[config.mk]
export PLATFORM = sky130hd
export DESIGN_NAME = iatc_core
export DESIGN_NICKNAME = d
export VERILOG_FILES = /design/src/iatc_pkg.sv /design/src/iatc_core.sv
export SDC_FILE = /design/constraint.sdc
export NUM_CORES = 1
export LEC_CHECK = 0
export BUFFER_PORTS_ARGS = -buffer_cell sky130_fd_sc_hd__buf_2
export CAP_MARGIN = 0
export CORE_MARGIN = 1
export CORE_UTILIZATION = 36
export DETAILED_ROUTE_END_ITERATION = 10
export PLACE_DENSITY = 0.59
export SYNTH_ARGS = -nofsm -noshare
export SYNTH_HDL_FRONTEND = slang
export SYNTH_SLANG_ARGS = --single-unit
[constraint.sdc]
create_clock -name clk -period 8.55 [get_ports clk]
set_input_delay 1.71 -clock clk [delete_from_list [all_inputs] [get_ports clk]]
set_output_delay 1.71 -clock clk [all_outputs]
set_load 0.05 [all_outputs]
[src/iatc_pkg.sv]
// shared constants and types of the image acquisition trigger control block
`default_nettype none
package iatc_pkg;
  // clock and time base
  localparam int CLK_PERIOD_NS     = 25;
  localparam int US_NS             = 1000;
  localparam int US_CYCLES         = (US_NS + CLK_PERIOD_NS - 1) / CLK_PERIOD_NS;
  localparam int RATE_WINDOW_US_DEF = 1000000;
  localparam int FRAME_BUDGET_US   = 1000000;
  // exposure limits in microseconds, auto integration tuning and the device-picked frame rate
  localparam int INTEG_W           = 25;
  localparam logic [INTEG_W-1:0] INTEG_MIN_US = 25'h000001D;
  localparam logic [INTEG_W-1:0] INTEG_MAX_US = 25'h1C9C380;
  localparam logic [INTEG_W-1:0] INTEG_RST_US = 25'h00003E8;
  localparam logic [INTEG_W-1:0] AUTO_STEP_US = 25'h0000010;
  localparam logic [7:0]  AUTO_TARGET_LEVEL  = 8'h80;
  localparam logic [7:0]  AUTO_TOLERANCE     = 8'h08;
  localparam logic [3:0]  AUTO_ONCE_FRAMES   = 4'h8;
  localparam logic [15:0] AUTO_RATE_HZ       = 16'h003C;
  // capture run modes
  localparam logic [1:0] RUN_CONT   = 2'h0;
  localparam logic [1:0] RUN_BURST  = 2'h1;
  localparam logic [1:0] RUN_SINGLE = 2'h2;
  localparam logic [1:0] RUN_RST    = 2'h0;
  // automatic integration settings
  localparam logic [1:0] AUTO_OFF  = 2'h0;
  localparam logic [1:0] AUTO_ONCE = 2'h1;
  localparam logic [1:0] AUTO_CONT = 2'h2;
  localparam logic [1:0] AUTO_RST  = 2'h0;
  // integration control modes
  localparam logic INTEG_TIMED = 1'h0;
  localparam logic INTEG_WIDTH = 1'h1;
  // trigger kinds, origins and polarities
  localparam logic KIND_RUN   = 1'h0;
  localparam logic KIND_FRAME = 1'h1;
  localparam logic [2:0] ORIGIN_SOFT = 3'h7;
  localparam logic [2:0] ORIGIN_RST  = 3'h0;
  localparam logic [1:0] POL_LOW  = 2'h0;
  localparam logic [1:0] POL_HIGH = 2'h1;
  localparam logic [1:0] POL_FALL = 2'h2;
  localparam logic [1:0] POL_RISE = 2'h3;
  localparam logic [1:0] POL_RST  = 2'h3;
  localparam logic GATE_RST = 1'h0;
  // sequencer states
  typedef enum logic [1:0] {
    ST_IDLE       = 2'h0,
    ST_ARM        = 2'h1,
    ST_WAIT_FRAME = 2'h2,
    ST_EXPOSE     = 2'h3
  } iatc_state_t;
endpackage : iatc_pkg
`default_nettype wire

[src/iatc_core.sv]
// capture sequencer, frame pacing, integration control and trigger gating
//
// Notes on behaviour
// - three run modes; continuous after reset, capturing without limit
// - burst mode captures burst_image_count images (one when it is zero), then ends the run
// - single mode captures one image, then ends the run itself
// - begin and end commands bracket a run in the selected mode
// - manual rate paces at target rate; else device picks; manual off at reset
// - achieved rate reports delivered frames; drops when exposure exceeds period
// - pulse width mode: exposure lasts while the trigger is active
// - timed mode with auto off exposes for integration_duration_us
// - auto once adapts for a few frames, then returns to off
// - auto continuous keeps adapting exposure every frame
// - trigger gating off after reset; triggers honoured only when gated on
// - kind select picks which trigger kind the settings apply to
// - run-start trigger begins a run in the selected mode
// - per-frame trigger in single or burst needs a new begin per trigger
// - per-frame trigger in continuous captures one image per trigger
// - trigger taken from chosen input line or the software command
// - detect trigger by low level, high level, falling or rising edge
// - software command triggers only when the origin is software
`timescale 1ns/1ps
`default_nettype none
module iatc_core
  import iatc_pkg::*;
#(
  parameter int NLINES         = 4,
  parameter int CNT_W          = 16,
  parameter int RATE_W         = 16,
  parameter int RATE_WINDOW_US = RATE_WINDOW_US_DEF
) (
  // clock and reset
  input  wire logic               clk,
  input  wire logic               nrst,
  // run control
  input  wire logic [1:0]         capture_run_mode,
  input  wire logic [CNT_W-1:0]   burst_image_count,
  input  wire logic               begin_capture_command,
  input  wire logic               end_capture_command,
  // frame rate
  input  wire logic               manual_rate_select,
  input  wire logic [RATE_W-1:0]  target_image_rate,
  // integration
  input  wire logic               integration_control_mode,
  input  wire logic [INTEG_W-1:0] integration_duration_us,
  input  wire logic               integration_write,
  input  wire logic [1:0]         auto_integration_setting,
  input  wire logic               auto_integration_write,
  input  wire logic [7:0]         scene_level,
  // trigger configuration
  input  wire logic               trigger_kind_select,
  input  wire logic               trigger_cfg_write,
  input  wire logic               trigger_gate,
  input  wire logic [2:0]         trigger_origin_select,
  input  wire logic [1:0]         trigger_polarity_select,
  input  wire logic               soft_trigger_command,
  input  wire logic [NLINES-1:0]  trigger_lines,
  // status
  output logic                    capture_running,
  output logic                    exposure_active,
  output logic                    frame_done,
  output logic [CNT_W-1:0]        images_captured,
  output logic [RATE_W-1:0]       achieved_image_rate,
  output logic [INTEG_W-1:0]      integration_now_us,
  output logic [1:0]              auto_integration_state
);

  iatc_state_t state;
  iatc_state_t next_state;
  logic              done_now;
  logic [NLINES-1:0] line_meta;
  logic [NLINES-1:0] line_sync;
  wire  [1:0]        gate_v;
  wire  [1:0]        trig_evt;
  wire  [1:0]        lvl_act;

  always_ff @(posedge clk or negedge nrst) begin
    if (!nrst) begin
      line_meta <= '0;
      line_sync <= '0;
    end else begin
      line_meta <= trigger_lines;
      line_sync <= line_meta;
    end
  end

  for (genvar k = 0; k < 2; k++) begin : g_kind
    logic       gate;
    logic [2:0] origin;
    logic [1:0] pol;
    logic       prev_lvl;
    logic       evt;
    logic       soft_hit;
    logic       lvl;
    logic       hit;
    always_ff @(posedge clk or negedge nrst) begin
      if (!nrst) begin
        gate   <= GATE_RST;
        origin <= ORIGIN_RST;
        pol    <= POL_RST;
      end else if (trigger_cfg_write && (trigger_kind_select == k[0])) begin
        gate   <= trigger_gate;
        origin <= trigger_origin_select;
        pol    <= trigger_polarity_select;
      end
    end
    // software command counts only for a software origin
    assign soft_hit = soft_trigger_command && (trigger_kind_select == k[0]) && (origin == ORIGIN_SOFT);
    assign lvl = (origin == ORIGIN_SOFT) ? soft_hit :
                 (int'(origin) < NLINES) ? line_sync[origin[$clog2(NLINES)-1:0]] : 1'b0;
    always_comb begin
      hit = 1'b0;
      case (pol)
        POL_LOW:  hit = !lvl;
        POL_HIGH: hit = lvl;
        POL_FALL: hit = prev_lvl && !lvl;
        POL_RISE: hit = !prev_lvl && lvl;
        default:  hit = 1'b0;
      endcase
      if (origin == ORIGIN_SOFT) begin
        hit = soft_hit;
      end
    end
    always_ff @(posedge clk or negedge nrst) begin
      if (!nrst) begin
        prev_lvl <= 1'b0;
        evt      <= 1'b0;
      end else begin
        prev_lvl <= lvl;
        evt      <= gate && hit;
      end
    end
    assign gate_v[k]   = gate;
    assign trig_evt[k] = evt;
    assign lvl_act[k]  = (origin == ORIGIN_SOFT) ? soft_hit :
                         ((pol == POL_LOW) || (pol == POL_FALL)) ? !lvl : lvl;
  end

  // run and frame trigger roles
  logic frame_trig_mode;
  logic run_trig_needed;
  logic run_trig;
  logic exp_level;
  assign frame_trig_mode = gate_v[KIND_FRAME] && (capture_run_mode == RUN_CONT);
  assign run_trig_needed = gate_v[KIND_RUN] || (gate_v[KIND_FRAME] && (capture_run_mode != RUN_CONT));
  assign run_trig = (gate_v[KIND_RUN] && trig_evt[KIND_RUN]) ||
                    (gate_v[KIND_FRAME] && (capture_run_mode != RUN_CONT) && trig_evt[KIND_FRAME]);
  assign exp_level = gate_v[KIND_FRAME] ? lvl_act[KIND_FRAME] : lvl_act[KIND_RUN];

  // microsecond tick and frame pacing accumulator
  logic [5:0]  us_div;
  logic        us_tick;
  logic [20:0] pace_acc;
  logic [20:0] pace_sum;
  logic        pace_pending;
  logic [RATE_W-1:0] rate_now;
  assign us_tick  = (us_div == 6'(US_CYCLES - 1));
  assign rate_now = manual_rate_select ? target_image_rate : RATE_W'(AUTO_RATE_HZ);
  assign pace_sum = pace_acc + 21'(rate_now);

  always_ff @(posedge clk or negedge nrst) begin
    if (!nrst) begin
      us_div   <= '0;
      pace_acc <= '0;
    end else begin
      us_div <= us_tick ? 6'h00 : us_div + 6'h01;
      if (us_tick) begin
        pace_acc <= (pace_sum >= 21'(FRAME_BUDGET_US)) ? pace_sum - 21'(FRAME_BUDGET_US) : pace_sum;
      end
    end
  end

  // a pacing slot not used yet stays pending; a new slot wins over the clear
  always_ff @(posedge clk or negedge nrst) begin
    if (!nrst) begin
      pace_pending <= 1'b1;
    end else if (state == ST_IDLE) begin
      pace_pending <= 1'b1;
    end else if (us_tick && (pace_sum >= 21'(FRAME_BUDGET_US))) begin
      pace_pending <= 1'b1;
    end else if (next_state == ST_EXPOSE && state != ST_EXPOSE) begin
      pace_pending <= 1'b0;
    end
  end

  // exposure timing
  logic [5:0]         exp_div;
  logic [INTEG_W-1:0] exp_us;
  logic               exp_over;
  always_ff @(posedge clk or negedge nrst) begin
    if (!nrst) begin
      exp_div <= '0;
      exp_us  <= '0;
    end else if (state != ST_EXPOSE) begin
      exp_div <= 6'h01; // entry cycle counts, so the exposure lasts exactly the set microseconds
      exp_us  <= integration_now_us;
    end else if (exp_div == 6'(US_CYCLES - 1)) begin
      exp_div <= '0;
      exp_us  <= (exp_us != '0) ? exp_us - 1'b1 : exp_us;
    end else begin
      exp_div <= exp_div + 6'h01;
    end
  end
  // timed length; trigger width ends it
  assign exp_over = (integration_control_mode == INTEG_WIDTH) ? !exp_level : (exp_us == '0);

  logic [CNT_W:0] run_total;
  logic [CNT_W:0] count_next;
  assign run_total  = (capture_run_mode == RUN_SINGLE) ? (CNT_W+1)'(1) :
                      (burst_image_count == '0) ? (CNT_W+1)'(1) : {1'b0, burst_image_count};
  assign count_next = {1'b0, images_captured} + 1'b1;

  always_comb begin
    next_state = state;
    done_now   = 1'b0;
    case (state)
      // begin, waiting for a run trigger if gated
      ST_IDLE: if (begin_capture_command) begin
        next_state = run_trig_needed ? ST_ARM : ST_WAIT_FRAME;
      end
      // per-frame trigger in counted modes starts the set
      ST_ARM: if (run_trig) begin
        next_state = ST_WAIT_FRAME;
      end
      // continuous per-frame trigger takes one image each
      ST_WAIT_FRAME: if (pace_pending && (!frame_trig_mode || trig_evt[KIND_FRAME])) begin
        next_state = ST_EXPOSE;
      end
      // end counted runs at their total
      ST_EXPOSE: if (exp_over) begin
        done_now   = 1'b1;
        next_state = ((capture_run_mode != RUN_CONT) && (count_next >= run_total)) ? ST_IDLE : ST_WAIT_FRAME;
      end
      default: next_state = ST_IDLE;
    endcase
    // stop command aborts the run, including a running exposure
    if (end_capture_command) begin
      next_state = ST_IDLE;
      done_now   = 1'b0;
    end
  end

  always_ff @(posedge clk or negedge nrst) begin
    if (!nrst) begin
      state           <= ST_IDLE;
      capture_running <= 1'b0;
      exposure_active <= 1'b0;
      frame_done      <= 1'b0;
    end else begin
      state           <= next_state;
      capture_running <= (next_state != ST_IDLE);
      exposure_active <= (next_state == ST_EXPOSE);
      frame_done      <= done_now;
    end
  end

  // images counted per run, cleared on begin
  always_ff @(posedge clk or negedge nrst) begin
    if (!nrst) begin
      images_captured <= '0;
    end else if (state == ST_IDLE && begin_capture_command) begin
      images_captured <= '0;
    end else if (done_now) begin
      images_captured <= count_next[CNT_W-1:0];
    end
  end

  logic [20:0]       win_us;
  logic [RATE_W-1:0] win_frames;
  always_ff @(posedge clk or negedge nrst) begin
    if (!nrst) begin
      win_us              <= '0;
      win_frames          <= '0;
      achieved_image_rate <= '0;
    end else if (us_tick && (win_us == 21'(RATE_WINDOW_US - 1))) begin
      win_us              <= '0;
      win_frames          <= '0;
      achieved_image_rate <= win_frames + RATE_W'(done_now);
    end else begin
      win_us     <= us_tick ? win_us + 21'h000001 : win_us;
      win_frames <= win_frames + RATE_W'(done_now);
    end
  end

  // automatic integration setting and its self-return to off
  logic [3:0] once_cnt;
  always_ff @(posedge clk or negedge nrst) begin
    if (!nrst) begin
      auto_integration_state <= AUTO_RST;
      once_cnt               <= '0;
    end else if (auto_integration_write) begin
      auto_integration_state <= auto_integration_setting;
      once_cnt               <= '0;
    end else if (frame_done && auto_integration_state == AUTO_ONCE) begin
      once_cnt <= once_cnt + 4'h1;
      if (once_cnt == AUTO_ONCE_FRAMES - 4'h1) begin
        auto_integration_state <= AUTO_OFF;
      end
    end
  end

  // adaptation steps toward the target scene level, kept within exposure limits
  always_ff @(posedge clk or negedge nrst) begin
    if (!nrst) begin
      integration_now_us <= INTEG_RST_US;
    end else if (auto_integration_state == AUTO_OFF) begin
      if (integration_write) begin
        integration_now_us <= integration_duration_us;
      end
    end else if (frame_done) begin
      if (scene_level < AUTO_TARGET_LEVEL - AUTO_TOLERANCE && integration_now_us < INTEG_MAX_US - AUTO_STEP_US) begin
        integration_now_us <= integration_now_us + AUTO_STEP_US;
      end else if (scene_level > AUTO_TARGET_LEVEL + AUTO_TOLERANCE &&
                   integration_now_us > INTEG_MIN_US + AUTO_STEP_US) begin
        integration_now_us <= integration_now_us - AUTO_STEP_US;
      end
    end
  end
endmodule : iatc_core
`default_nettype wire

==> results by group <==
Outcome
  – Status: finished, final reports clean

Die
  – Height of the die: 181 um
  – Row count: 65
  – Core area: 31500 sq um
  – IO Pins: 152
  – Initial core utilization: 0.365
  – Die ar.: 32600 sq um
  – Chip width: 181 um

Placed design
  – Dpl cell area: 12700 sq um
  – I/O Buffers: 151
  – GP Congestion: 0.855
  – Detailed placement HPWL: 20200 um

Route
  – Vias/cell: 5.23
  – DRC: 0
  – Post-Route WL: 27300 um
  – Drt wl/cell: 15.1 um
  – TritonRoute pass-1 iters: 5
  – Detail Route Antenna Nets: 0
  – Routed vias: 9447
  – DR iter-0 viols: 487

STA
  – Max-slew headroom: 0.348
  – Final period util: 0.604
  – Number of setup violations in the final report: 0
  – Min cycle time layout: 5.17 ns
  – Hold Fails Final Rpt: 0
  – Clock Skew: 0.0134 ns
  – Worst-margin pin slew: 0.970 ns
  – RSZ-0062 raised after global routing: no
  – Max-slew violation count: 0
  – F_max: 194 MHz
  – TNS Setup: 0 ns

Synth
  – Synth warnings: 0
  – Yosys top cell by area: dfrtp_1
  – Synth area leaders: dfrtp_1 (39%), ha_1 (6.7%), xnor2_1 (5.2%)
  – Async SR Flop Fraction: 1.00
  – Sequential area share after synthesis: 0.411
  – Synth Flop Type: dfrtp_1
  – Syn_nets: 1405
  – Cells after Synth: 1252
  – Combined area of all synthesized cells: 11500 sq um
  – Post-synth top area share: 0.386
  – Number of synthesized flops with an enable pin: 0
  – Synth Area per Inst: 9.17 sq um
  – Flops & latches, synth: 188
  – Number of distinct library cells after synthesis: 81

Clock tree
  – Sink Count: 188
  – H-tree lvl count: 4
  – Clock slew at reported path FFs: 0.08 ns
  – Post-cts resize count: 0
  – Hold Buf Count CTS: 0
  – Num CTS Buffers: 17
  – Worst skew pair latency: 0.44 ns
  – CTS tree: done
  – Largest buffer count on any clock path: 2
  – Root Driver: clkbuf_16
  – Post-CTS Setup Inserts: 0

Finish
  – Area of the multi-input gates: 6490 sq um
  – Fin area: 13200 sq um
  – Share of layout cells above drive strength 1: 0.197
  – Antenna Cells: 0
  – Nets: 1543
  – # fillers: 3147
  – Layout area overhead: 15.3%
  – Register area: 4720 sq um

Worst setup path
  – Critical path class: in2reg
  – Crit. End Element: flop
  – CP required: 8.90 ns
  – Critical Path Fanout Max: 16
  – CP delay by family, top: simple AND/OR/NAND/NOR gates
  – Critical path cell sequence: buf_2, and2_1, ha_1, inv_1, fa_1, nor2b_1, o21a_1, or4b_2, nand3_2, ha_1, nand4b_1, a2111oi_0, o41ai_1, o21ai_0, o211ai_2, nand2_2, or3b_2, a21oi_1
  – Critical path startpoint category: input pin
  – Critical path arrival: 5.52 ns
  – Max stage delay on crit path: 0.63 ns
  – Slowest cell on crit path: or4b_2
  – Critical R2R Launch: exp_us[0]
  – Most frequent CP cell: ha_1
  – Critical path startpoint: manual_rate_select
  – WP buf/inv: 2

Power and ir drop
  – Worst VDD drop: 0.000156 V
  – Leak Pwr: 0.00609 uW
  – Power Density: 267 nW/um^2
  – Total Power: 3530 uW

Global route
  – Tot GR Track Use: 0.172
  – Antenna violations before repair: 1
  – Grt ovf: 0
  – First-pass GRT wire length: 46300 um
  – Vias in the first global route: 9267
  – Largest net degree at the start of global routing: 78

Min path
  – Hold Path Class: reg2reg
  – Hold wc startpoint: line_meta[3]

Flow run
  – Max-Cap Viols: 0
-- Yosys cell counts, types with 10 or more instances --
master    number
dfrtp_1      177
clkbuf_1      33
a21o_1        23
nor4_1        15
or2_2         12
and3_1        21
xor2_1        53
mux2_2        33
ha_1          61
xnor2_1       68
nor2b_1       13
inv_1         31
nor3_1        29
a211oi_1      10
a21oi_1       70
nand4_1       15
and2_1        13
nand2_1      145
o21ai_0       88
nand2b_1      12
nand3_1       49
nor2_1       117
a31oi_1       11
dfstp_2       11
-- final cells by class --
type	instances	share of cell area
multi-input cells	992	0.490
flip-flops and latches	188	0.357
repair buffers	160	0.0629
well taps	402	0.0380
clock buffers	18	0.0324
clock inverters	14	0.0111
inverters	31	0.00879
-- final timing paths --
path / endpoint / slack (ns) / depth (start not counted)
worst max-delay path: pace_acc[19] / 3.38 / 18
worst min-delay path: line_sync[3] / 0.35 / 0
worst max register to register: achieved_image_rate[14] / 3.71 / 16
worst min register to register: line_sync[3] / 0.35 / 0
max in group asynchronous: integration_now_us[17] / 6.07 / 2
min in group asynchronous: line_sync[1] / 1.28 / 1
-- metal layers --
layer,vias up,routed length [um],track usage,share of wire
met2,200,12800,0.286,0.47
li1,4714,-,-,-
met1,4507,13000,0.228,0.48
met4,2,335,0.0448,0.012
met3,24,1150,0.0354,0.042
met5,-,10,0,0.00037
-- state kept, by name (all words and copies together), names as in the netlist --
register and cells:
exp_us 25, integration_now_us 25, pace_acc 21, win_us 21, achieved_image_rate 16, images_captured 16
win_frames 16, exp_div 6, g_kind.origin 6, us_div 6, g_kind.pol 4, line_meta 4
line_sync 4, once_cnt 4, auto_integration_state 2, g_kind.evt 2, g_kind.gate 2, g_kind.prev_lvl 2
state 2, capture_running 1, exposure_active 1, frame_done 1, pace_pending 1
-- per-stage QoR --
stage / hold WS [ns] / cells / setup WS, ns / util
2_1_floorplan: 0.331 / 1252 / 3.31 / -
3_3_place_gp: 0.334 / 1773 / 3.00 / 0.402
3_5_place_dp: 0.335 / 1773 / 2.95 / 0.402
4_1_cts: 0.352 / 1805 / 3.39 / 0.420
5_1_grt: 0.368 / 1805 / 3.07 / 0.420
6_report: 0.350 / 1805 / 3.38 / 0.420
-- cell usage in the layout (no fill, tap or decap), types with 33 or more instances in the layout --
master,synthesis,final
nand2_1,145,145
nor2_1,117,115
xor2_1,53,53
o21ai_0,88,87
mux2_2,33,33
dfrtp_1,177,177
a21oi_1,70,70
buf_2,2,150
nand3_1,49,49
ha_1,61,61
xnor2_1,68,68
-- power breakdown --
part	leakage [uW]	internal, uW	switching, uW
clock	0.000283	415	383
sequential	0.00230	1050	193
combinational	0.00350	590	900
total	0.00609	2060	1480
-- worst register-to-register path, stage by stage (launching register included) --
cell	delay, ns
dfrtp_1	0.38
inv_1	0.09
ha_1	0.16
or3b_2	0.47
or3_1	0.31
or4_4	0.45
nor4_2	0.18
a21oi_1	0.12
or3_4	0.52
inv_1	0.50
ha_1	0.29
ha_1	0.23
nand2_1	0.09
nor3_1	0.47
nand3_1	0.17
xor2_1	0.22
a21oi_1	0.09
-- kinds of logic after synthesis --
family / after synthesis / synth area share
compound gates: 281 / 0.153
xor+xnor: 121 / 0.0923
fa+ha+maj: 63 / 0.0700
buf+inv: 72 / 0.0250
flops: 188 / 0.411
mux: 41 / 0.0415
simple gates: 486 / 0.207
No activity file was read; power rests on OpenSTA's default activity.
